<file path="config.mk">
export PLATFORM = sky130hd
export DESIGN_NAME = pulse_follower
export DESIGN_NICKNAME = d
export VERILOG_FILES = /design/src/core/pulse_follower_pkg.sv /design/src/core/pin_sync.sv /design/src/core/quad_decode.sv /design/src/core/pulse_follower.sv
export SDC_FILE = /design/constraint.sdc
export NUM_CORES = 2
export LEC_CHECK = 0
export BUFFER_PORTS_ARGS = -buffer_cell sky130_fd_sc_hd__buf_2
export CAP_MARGIN = 20
export CORE_ASPECT_RATIO = 1.75
export CORE_MARGIN = 4
export CORE_UTILIZATION = 45
export CTS_CLUSTER_DIAMETER = 30
export DETAILED_ROUTE_END_ITERATION = 10
export SLEW_MARGIN = 10
export SYNTH_ARGS = -nofsm -noshare
export SYNTH_HDL_FRONTEND = slang
export SYNTH_HIERARCHICAL = 1
export SYNTH_SLANG_ARGS = --single-unit
</file>
<file path="constraint.sdc">
create_clock -name pclk -period 10 [get_ports pclk]
set_clock_uncertainty 0.15 [all_clocks]
set_input_delay 1 -clock pclk [delete_from_list [all_inputs] [get_ports pclk]]
set_output_delay 1 -clock pclk [all_outputs]
set_load 0.1 [all_outputs]
</file>
<file path="src/core/pulse_follower_pkg.sv">
// constants, types and helpers shared by the pulse follower design
`default_nettype none

package pulse_follower_pkg;

  // ==========================================================
  // register map, byte addresses on the apb bus
  localparam logic [7:0] OFS_CTRL     = 8'h00;
  localparam logic [7:0] OFS_GEAR_IN  = 8'h04;
  localparam logic [7:0] OFS_GEAR_OUT = 8'h08;
  localparam logic [7:0] OFS_KP       = 8'h0c;
  localparam logic [7:0] OFS_CMD_POS  = 8'h10;
  localparam logic [7:0] OFS_FB_POS   = 8'h14;
  localparam logic [7:0] OFS_POS_ERR  = 8'h18;
  localparam logic [7:0] OFS_VEL_CMD  = 8'h1c;

  // ==========================================================
  // field layouts and enumerations
  typedef enum logic [1:0] {
    MODE_STEP_DIR = 2'b00,
    MODE_QUAD     = 2'b01,
    MODE_CW_CCW   = 2'b10
  } follow_mode_e;

  typedef enum logic [1:0] {
    SRC_SCHMITT = 2'b00,
    SRC_OPTO    = 2'b01,
    SRC_DIFF    = 2'b10
  } input_src_e;

  // control word, bit 0 = enable, bit 6 = zero (self clearing)
  typedef struct packed {
    logic         zero_pos;
    input_src_e   src;
    logic         reverse;
    follow_mode_e mode;
    logic         enable;
  } ctrl_s;

  // command pins, one step and one direction per receiver type
  typedef struct packed {
    logic step_se;
    logic dir_se;
    logic step_opto;
    logic dir_opto;
    logic step_diff;
    logic dir_diff;
  } cmd_pins_s;

  localparam int unsigned CTRL_W = 7;
  localparam int unsigned PINS_W = 6;

  // ==========================================================
  // values after reset
  localparam ctrl_s       CTRL_RST     = 7'h00;
  localparam logic [15:0] GEAR_IN_RST  = 16'h0001;
  localparam logic [15:0] GEAR_OUT_RST = 16'h0001;
  localparam logic [15:0] KP_RST       = 16'h0040;

  // ==========================================================
  // clamp a gain product to the signed 32-bit range
  function automatic logic signed [31:0] sat32(
    input logic signed [48:0] v
  );
    logic signed [31:0] r;
    r = v[31:0];
    if (v > 49'sh0_0000_7fff_ffff)
      r = 32'sh7fff_ffff;
    else if (v < -49'sh0_0000_8000_0000)
      r = 32'sh8000_0000;
    return r;
  endfunction

endpackage

`default_nettype wire

</file>
<file path="src/core/pin_sync.sv">
// two flip-flop synchroniser for a vector of asynchronous pins
`default_nettype none

module pin_sync #(
  parameter int unsigned W = 1
) (
  input  wire logic         pclk,    // system clock
  input  wire logic         presetn, // async reset, active low
  input  wire logic [W-1:0] d,       // raw pin levels
  output logic      [W-1:0] q        // synchronised levels
);

  logic [W-1:0] s1_q;
  logic [W-1:0] s2_q;

  // ==========================================================
  // first stage feeds only the second stage
  always_ff @(posedge pclk or negedge presetn)
  begin
    if (!presetn)
    begin
      s1_q <= '0;
      s2_q <= '0;
    end
    else
    begin
      s1_q <= d;
      s2_q <= s1_q;
    end
  end

  assign q = s2_q;

endmodule

`default_nettype wire

</file>
<file path="src/core/quad_decode.sv">
// quadrature a/b decoder giving one up or down pulse per edge
`default_nettype none

module quad_decode (
  input  wire logic pclk,    // system clock
  input  wire logic presetn, // async reset, active low
  input  wire logic a,       // synchronised phase a
  input  wire logic b,       // synchronised phase b
  output logic      up,      // one cycle pulse, forward edge
  output logic      dn       // one cycle pulse, backward edge
);

  logic a_q;
  logic b_q;
  logic chg;

  // ==========================================================
  // previous phase levels
  always_ff @(posedge pclk or negedge presetn)
  begin
    if (!presetn)
    begin
      a_q <= 1'b0;
      b_q <= 1'b0;
    end
    else
    begin
      a_q <= a;
      b_q <= b;
    end
  end

  // single phase change counts, double change is dropped
  assign chg = (a ^ a_q) ^ (b ^ b_q);
  assign up  = chg & (a_q ^ b);
  assign dn  = chg & ~(a_q ^ b);

endmodule

`default_nettype wire

</file>
<file path="src/core/pulse_follower.sv">
// pulse follower command counter with apb registers
`default_nettype none

module pulse_follower (
  input  wire logic                          pclk,     // 125 mhz clock
  input  wire logic                          presetn,  // async reset, low
  input  wire logic                          psel,     // apb select
  input  wire logic                          penable,  // apb access phase
  input  wire logic                          pwrite,   // apb write
  input  wire logic [7:0]                    paddr,    // apb byte address
  input  wire logic [31:0]                   pwdata,   // apb write data
  output logic      [31:0]                   prdata,   // apb read data
  output logic                               pready,   // apb ready
  output logic                               pslverr,  // apb error
  input  wire pulse_follower_pkg::cmd_pins_s cmd_pins, // command pins
  input  wire logic                          fb_a,     // feedback phase a
  input  wire logic                          fb_b,     // feedback phase b
  output logic      [31:0]                   pos_err,  // command - feedback
  output logic      [31:0]                   vel_cmd   // velocity command
);
  import pulse_follower_pkg::*;

  logic [PINS_W+1:0]  sync_out;
  cmd_pins_s          pins_s;
  logic               fa_s;
  logic               fb_s;
  ctrl_s              ctrl_q;
  logic [15:0]        gear_in_q;
  logic [15:0]        gear_out_q;
  logic [15:0]        kp_q;
  logic               pready_q;
  logic               pslverr_q;
  logic [31:0]        prdata_q;
  logic [31:0]        rdata_d;
  logic               rmiss_d;
  logic               wr_done;
  logic               sel_step;
  logic               sel_dir;
  logic               step_prev_q;
  logic               dir_prev_q;
  logic               rise_step;
  logic               rise_ccw;
  logic               cq_up;
  logic               cq_dn;
  logic               fq_up;
  logic               fq_dn;
  logic               ev_d;
  logic               up_raw;
  logic               ev_q;
  logic               ev_up_q;
  logic signed [39:0] pend_q;
  logic signed [39:0] gi40;
  logic signed [39:0] go40;
  logic               fwd;
  logic               back;
  logic signed [31:0] cmd_q;
  logic signed [31:0] fb_q;
  logic signed [31:0] err_q;
  logic signed [31:0] vel_q;
  logic signed [48:0] prod;

  // ==========================================================
  // input synchronisers and quadrature decoders
  pin_sync #(.W(PINS_W + 2)) u_sync (
    .pclk    (pclk),
    .presetn (presetn),
    .d       ({cmd_pins, fb_a, fb_b}),
    .q       (sync_out)
  );

  assign pins_s = sync_out[PINS_W+1:2];
  assign fa_s   = sync_out[1];
  assign fb_s   = sync_out[0];

  // command quadrature only from the differential receivers
  quad_decode u_cmd_quad (
    .pclk    (pclk),
    .presetn (presetn),
    .a       (pins_s.step_diff),
    .b       (pins_s.dir_diff),
    .up      (cq_up),
    .dn      (cq_dn)
  );

  quad_decode u_fb_quad (
    .pclk    (pclk),
    .presetn (presetn),
    .a       (fa_s),
    .b       (fb_s),
    .up      (fq_up),
    .dn      (fq_dn)
  );

  // ==========================================================
  // apb slave, one wait state on every transfer
  assign wr_done = psel & penable & pready_q & pwrite;

  // read mux and unmapped address decode
  always_comb
  begin
    rdata_d = 32'h0000_0000;
    rmiss_d = 1'b0;
    case (paddr)
      OFS_CTRL:     rdata_d = {25'h0000000, ctrl_q};
      OFS_GEAR_IN:  rdata_d = {16'h0000, gear_in_q};
      OFS_GEAR_OUT: rdata_d = {16'h0000, gear_out_q};
      OFS_KP:       rdata_d = {16'h0000, kp_q};
      OFS_CMD_POS:  rdata_d = cmd_q;
      OFS_FB_POS:   rdata_d = fb_q;
      OFS_POS_ERR:  rdata_d = err_q;
      OFS_VEL_CMD:  rdata_d = vel_q;
      default:      rmiss_d = 1'b1;
    endcase
  end

  // ready, error and read data handshake
  always_ff @(posedge pclk or negedge presetn)
  begin
    if (!presetn)
    begin
      pready_q  <= 1'b0;
      pslverr_q <= 1'b0;
      prdata_q  <= 32'h0000_0000;
    end
    else
    begin
      pready_q  <= psel & penable & ~pready_q;
      pslverr_q <= psel & penable & ~pready_q & rmiss_d;
      if (psel & penable & ~pready_q & ~pwrite)
        prdata_q <= rdata_d;
    end
  end

  // writable registers, values act on the next cycle
  always_ff @(posedge pclk or negedge presetn)
  begin
    if (!presetn)
    begin
      ctrl_q     <= CTRL_RST;
      gear_in_q  <= GEAR_IN_RST;
      gear_out_q <= GEAR_OUT_RST;
      kp_q       <= KP_RST;
    end
    else
    begin
      ctrl_q.zero_pos <= 1'b0;
      if (wr_done && paddr == OFS_CTRL)
        ctrl_q <= pwdata[CTRL_W-1:0];
      if (wr_done && paddr == OFS_GEAR_IN)
        gear_in_q <= pwdata[15:0];
      if (wr_done && paddr == OFS_GEAR_OUT)
        gear_out_q <= pwdata[15:0];
      if (wr_done && paddr == OFS_KP)
        kp_q <= pwdata[15:0];
    end
  end

  // ==========================================================
  // command source select and edge detection
  always_comb
  begin
    case (ctrl_q.src)
      SRC_SCHMITT:
      begin
        sel_step = pins_s.step_se;
        sel_dir  = pins_s.dir_se;
      end
      SRC_OPTO:
      begin
        sel_step = pins_s.step_opto;
        sel_dir  = pins_s.dir_opto;
      end
      default:
      begin
        sel_step = pins_s.step_diff;
        sel_dir  = pins_s.dir_diff;
      end
    endcase
  end

  // previous levels for rising edge detection
  always_ff @(posedge pclk or negedge presetn)
  begin
    if (!presetn)
    begin
      step_prev_q <= 1'b0;
      dir_prev_q  <= 1'b0;
    end
    else
    begin
      step_prev_q <= sel_step;
      dir_prev_q  <= sel_dir;
    end
  end

  assign rise_step = sel_step & ~step_prev_q;
  assign rise_ccw  = sel_dir & ~dir_prev_q;

  // one signed command event per decoded edge
  always_comb
  begin
    ev_d   = 1'b0;
    up_raw = 1'b0;
    if (ctrl_q.enable)
    begin
      case (ctrl_q.mode)
        MODE_STEP_DIR:
        begin
          ev_d   = rise_step;
          up_raw = sel_dir;
        end
        MODE_QUAD:
        begin
          ev_d   = cq_up | cq_dn;
          up_raw = cq_up;
        end
        MODE_CW_CCW:
        begin
          ev_d   = rise_step ^ rise_ccw;
          up_raw = rise_step;
        end
        default:
        begin
          ev_d   = 1'b0;
          up_raw = 1'b0;
        end
      endcase
    end
  end

  // event register with reverse applied
  always_ff @(posedge pclk or negedge presetn)
  begin
    if (!presetn)
    begin
      ev_q    <= 1'b0;
      ev_up_q <= 1'b0;
    end
    else
    begin
      ev_q    <= ev_d;
      ev_up_q <= up_raw ^ ctrl_q.reverse;
    end
  end

  // ==========================================================
  // electronic gear: pending numerator drained one count a cycle
  assign gi40 = {24'h000000, gear_in_q};
  assign go40 = {24'h000000, gear_out_q};
  assign fwd  = (gear_in_q != 16'h0000) && (pend_q >= gi40);
  assign back = (gear_in_q != 16'h0000) && (pend_q <= -gi40);

  // remainder stays in the pending count between pulses
  always_ff @(posedge pclk or negedge presetn)
  begin
    if (!presetn)
      pend_q <= 40'sh00_0000_0000;
    else if (ctrl_q.zero_pos)
      pend_q <= 40'sh00_0000_0000;
    else
      pend_q <= pend_q
              + (ev_q ? (ev_up_q ? go40 : -go40) : 40'sh00_0000_0000)
              - (fwd ? gi40 : 40'sh00_0000_0000)
              + (back ? gi40 : 40'sh00_0000_0000);
  end

  // 32-bit command position counter
  always_ff @(posedge pclk or negedge presetn)
  begin
    if (!presetn)
      cmd_q <= 32'sh0000_0000;
    else if (ctrl_q.zero_pos)
      cmd_q <= 32'sh0000_0000;
    else if (fwd)
      cmd_q <= cmd_q + 32'sh0000_0001;
    else if (back)
      cmd_q <= cmd_q - 32'sh0000_0001;
  end

  // 32-bit feedback position counter
  always_ff @(posedge pclk or negedge presetn)
  begin
    if (!presetn)
      fb_q <= 32'sh0000_0000;
    else if (ctrl_q.zero_pos)
      fb_q <= 32'sh0000_0000;
    else if (fq_up)
      fb_q <= fb_q + 32'sh0000_0001;
    else if (fq_dn)
      fb_q <= fb_q - 32'sh0000_0001;
  end

  // ==========================================================
  // position error and proportional velocity command
  assign prod = err_q * $signed({1'b0, kp_q});

  always_ff @(posedge pclk or negedge presetn)
  begin
    if (!presetn)
    begin
      err_q <= 32'sh0000_0000;
      vel_q <= 32'sh0000_0000;
    end
    else
    begin
      err_q <= cmd_q - fb_q;
      vel_q <= sat32(prod);
    end
  end

  assign prdata  = prdata_q;
  assign pready  = pready_q;
  assign pslverr = pslverr_q;
  assign pos_err = err_q;
  assign vel_cmd = vel_q;

  // ==========================================================
  // checks
  property p_step_dir;
    @(posedge pclk) disable iff (!presetn)
    (ctrl_q.enable && ctrl_q.mode == MODE_STEP_DIR && rise_step)
      |=> (ev_q && ev_up_q == ($past(sel_dir) ^ $past(ctrl_q.reverse)));
  endproperty
  a_step_dir: assert property (p_step_dir)
    else $error("step edge not turned into a signed event");

  property p_no_step;
    @(posedge pclk) disable iff (!presetn)
    (ctrl_q.mode == MODE_STEP_DIR && !rise_step) |=> !ev_q;
  endproperty
  a_no_step: assert property (p_no_step)
    else $error("event without a step edge");

  property p_cw_ccw;
    @(posedge pclk) disable iff (!presetn)
    (ctrl_q.enable && ctrl_q.mode == MODE_CW_CCW && rise_ccw && !rise_step)
      |=> (ev_q && ev_up_q == $past(ctrl_q.reverse));
  endproperty
  a_cw_ccw: assert property (p_cw_ccw)
    else $error("ccw pulse did not move backward");

  property p_quad;
    @(posedge pclk) disable iff (!presetn)
    (ctrl_q.enable && ctrl_q.mode == MODE_QUAD)
      |=> (ev_q == ($past(cq_up) || $past(cq_dn)));
  endproperty
  a_quad: assert property (p_quad)
    else $error("quadrature command edge miscounted");

  property p_gear_step;
    @(posedge pclk) disable iff (!presetn)
    (!ctrl_q.zero_pos && gear_in_q != 16'h0000 && pend_q >= gi40)
      |=> (cmd_q == $past(cmd_q) + 32'sh0000_0001);
  endproperty
  a_gear_step: assert property (p_gear_step)
    else $error("command counter did not advance on gear overflow");

  property p_gear_hold;
    @(posedge pclk) disable iff (!presetn)
    (!ctrl_q.zero_pos && !ev_q && !fwd && !back) |=> $stable(pend_q);
  endproperty
  a_gear_hold: assert property (p_gear_hold)
    else $error("gear remainder changed without cause");

  property p_gear_write;
    @(posedge pclk) disable iff (!presetn)
    (wr_done && paddr == OFS_GEAR_OUT)
      |=> (gear_out_q == $past(pwdata[15:0]));
  endproperty
  a_gear_write: assert property (p_gear_write)
    else $error("gear output value not applied at once");

  property p_err;
    @(posedge pclk) disable iff (!presetn)
    1'b1 |=> (err_q == $past(cmd_q) - $past(fb_q));
  endproperty
  a_err: assert property (p_err)
    else $error("position error not command minus feedback");

  property p_vel;
    @(posedge pclk) disable iff (!presetn)
    1'b1 |=> (vel_q == sat32($past(err_q) * $signed({1'b0,
              $past(kp_q)})));
  endproperty
  a_vel: assert property (p_vel)
    else $error("velocity command not error times gain");

  property p_apb_wait;
    @(posedge pclk) disable iff (!presetn)
    (psel && !penable) ##1 (psel && penable) |=> pready_q;
  endproperty
  a_apb_wait: assert property (p_apb_wait)
    else $error("apb transfer not answered after one wait state");

endmodule

`default_nettype wire

</file>
==> run metrics <==
run status=complete, no violations; # port buffers=134; layout cell share with drive strength beyond 1=8.36%; setup TNS=0 ns; min Tclk post-route=8.76 ns; post-CTS sizing=0; DRT Pass-1 Iters=6; # diodes=0; Worst-path clk slew=0.07 ns; FF/Latch Area=7040 um^2; Pwr per Cell Area=279 nW/um^2; Hold Crit Class=reg2reg; Max Fclk=114 MHz; height of the die=398 um; CTS buffer count=46; die area=92100 um^2; dpl ws=1.23 ns; Max Cap Viol=0; Synth Area in XOR/XNOR=3.98%; critical path's slowest cell=o311ai_0; mux share of post-synthesis cell area=1.22%; DRT Wirelength=119 mm; Met1 Wirelength=43.5 mm; Final Cycle Share=87.6%; vias in the first global route=33.6k; routed wl met3=5.06 mm; CTS tree=done; Setup crit end kind=register; Crit Path Category=reg2reg; post-route ant nets=0; # DRC=0; Syn Area/Cell=8.90 um^2; nets@finish=5390; dpl hpwl=94.2 mm; Lkg Pwr=21.4 nW; flops & latches, synth=281; clock latency at the later pin of the worst-skew pair=0.59 ns; CP Launch Type=register; Worst VDD drop=0.000387 V; asr flop ratio synth=100%; final hold vios=0; # rows=143; PnR worst setup slack=1.24 ns; Slew Limit Fails=0; register area share after synthesis=17.9%; compound-gate portion of the synthesized area=13.7%; Root Driver=clkbuf_16; simple-gate portion of the synthesized area=15.8%; Boundary Pins=151; Multi-input gate area=28600 um^2; slowest cell delay on critical path=0.68 ns; Slew HR=23.1%; post-synthesis cell area=39200 um^2; CTS Hold Bufs=0; fin util=49.3%; DR top layer=met4; Max Root-Sink Buffers=3; routability congestion estimate from global placement=0.958; setup violators final=0; Tot Pwr=0.0119 W; Syn Nets=5332; htree depth=2; area delta synth->final=8.91%; count of cell types in the netlist=95; Worst Tran Pin Value=1.15 ns; fill count=8401; Initial Util=45.3%; total grt overflow=0; CP arrival=9.05 ns; CP max FO=16; Post-synth EDFFs=0; largest net degree at the start of global routing=94; ys flop type=dfrtp_1; initial antenna violation count=0; GRT Util Overall=26.1%; Vias/cell=5.56; clock sinks=281; routed length on met2=63.4 mm; Vias=31.5k; WL/cell=21.0 um; post-CTS setup buffer count=0; Syn Inst Count=4403; Initial DRC Count=1899; RSZ-0062 raised after global routing=false; global-route wire length before repair=188 mm; yosys warns=6; required time of the critical path=10.29 ns; Die X=231 um; Synth Area in Adders=38.0%; core area=86600 um^2; largest family of logic cells by synthesized area=adder cells
[per-stage QoR]
stage | area [um^2] | hold slack, ns | instances
after global placement | 41100 | 0.185 | 5571
after detailed placement | 41100 | 0.185 | 5573
after global routing | 42700 | 0.206 | 5659
after CTS | 42700 | 0.189 | 5659
after floorplan | 39200 | 0.181 | 4403
final | 42700 | 0.199 | 5659
[cell type report]
cell class,count,area share (%)
inverters,781,6.87
multi-input cells,3164,66.9
flip-flops and latches,281,16.5
repair buffers,187,2.62
well taps,1160,3.40
clock buffers,46,2.70
clock inverters,40,1.03
[critical path: cells and delay by family (launching register included)]
kind	cells	cell delay [ns]
adder cells (fa/ha/maj)	4	1.42
AND/OR/NAND/NOR	9	2.84
flip-flops	1	0.48
multiplexers	1	0.15
buffers and inverters	1	0.04
XOR/XNOR	1	0.14
AO/OA/AOI/OAI	14	3.37
[worst paths after layout]
check | slack [ns] | to | cells past startpoint | start
setup / recovery | 1.24 | pend_q[39]$_DFF_PN0_ | 30 | gear_in_q[2]$_DFFE_PN0P_
hold / removal | 0.20 | u_sync/q[5]$_DFF_PN0_ | 0 | u_sync/s1_q[5]$_DFF_PN0_
setup reg to reg | 1.24 | pend_q[39]$_DFF_PN0_ | 30 | gear_in_q[2]$_DFFE_PN0P_
hold reg to reg | 0.20 | u_sync/q[5]$_DFF_PN0_ | 0 | u_sync/s1_q[5]$_DFF_PN0_
max in group asynchronous | 7.87 | kp_q[14]$_DFFE_PN0P_ | 2 | presetn
min in group asynchronous | 0.29 | prdata[29]$_DFFE_PN0P_ | 1 | presetn
[state kept, by name, summed over array words and instances, names as in the netlist, 7 cells and up]
| signal | count |
|---|---|
| cmd_q | 32 |
| ctrl_q | 7 |
| fb_q | 32 |
| gear_in_q | 16 |
| gear_out_q | 16 |
| kp_q | 16 |
| pend_q | 40 |
| pos_err | 32 |
| prdata | 32 |
| u_sync/q | 8 |
| u_sync/s1_q | 8 |
| vel_cmd | 32 |
[cells in the final DEF (no fill, tap or decap), types with 32 or more instances in the layout]
| cell | count |
|---|---|
| fa_1 | 524 |
| and2_1 | 251 |
| dfrtp_1 | 271 |
| a21o_1 | 83 |
| a22o_1 | 55 |
| xor2_1 | 69 |
| xnor2_1 | 109 |
| a21oi_1 | 212 |
| o21ai_0 | 156 |
| inv_1 | 781 |
| buf_4 | 51 |
| buf_2 | 133 |
| nand3_1 | 53 |
| nand2_1 | 496 |
| nor2_1 | 175 |
| clkbuf_16 | 46 |
| nand2b_1 | 32 |
| a22oi_1 | 41 |
| mux2_2 | 37 |
| nand4_1 | 44 |
| ha_1 | 352 |
| nor3_1 | 60 |
[where the power goes]
group | switching, W | total, W | internal (W)
Clock | 0.000715 | 0.00164 | 0.000922
Sequential | 0.000923 | 0.00251 | 0.00158
Combinational | 0.00474 | 0.00776 | 0.00302
[Yosys cell counts, types with 53 or more instances]
| master | number | share of area [%] |
|---|---|---|
| inv_1 | 781 | 7.5 |
| fa_1 | 524 | 27 |
| nand2_1 | 496 | 4.7 |
| ha_1 | 352 | 11 |
| dfrtp_1 | 278 | 18 |
| and2_1 | 251 | 4.0 |
| a21oi_1 | 212 | 2.7 |
| nor2_1 | 178 | 1.7 |
| clkbuf_1 | 164 | 1.6 |
| o21ai_0 | 156 | 2.0 |
| xnor2_1 | 109 | 2.4 |
| a21o_1 | 83 | 1.6 |
| xor2_1 | 69 | 1.5 |
| nor3_1 | 67 | 0.86 |
| a22o_1 | 55 | 1.2 |
| nand3_1 | 53 | 0.68 |
[metal layers]
layer | track usage (%) | vias up
li1 | - | 14500
met1 | 28.8 | 15900
met3 | 2.81 | 299
met4 | 12.0 | 0
met5 | 0 | -
met2 | 49.7 | 781
[logic make-up (layout without fill, tap and decap cells)]
logic type | count (synthesis) | in the layout
multiplexers | 43 | 43
flip-flops | 281 | 281
XOR/XNOR | 178 | 178
AND/OR/NAND/NOR | 1262 | 1262
AO/OA/AOI/OAI | 805 | 805
buffers and inverters | 958 | 1054
adder cells (fa/ha/maj) | 876 | 876
No activity file was read; power rests on OpenSTA's default activity.
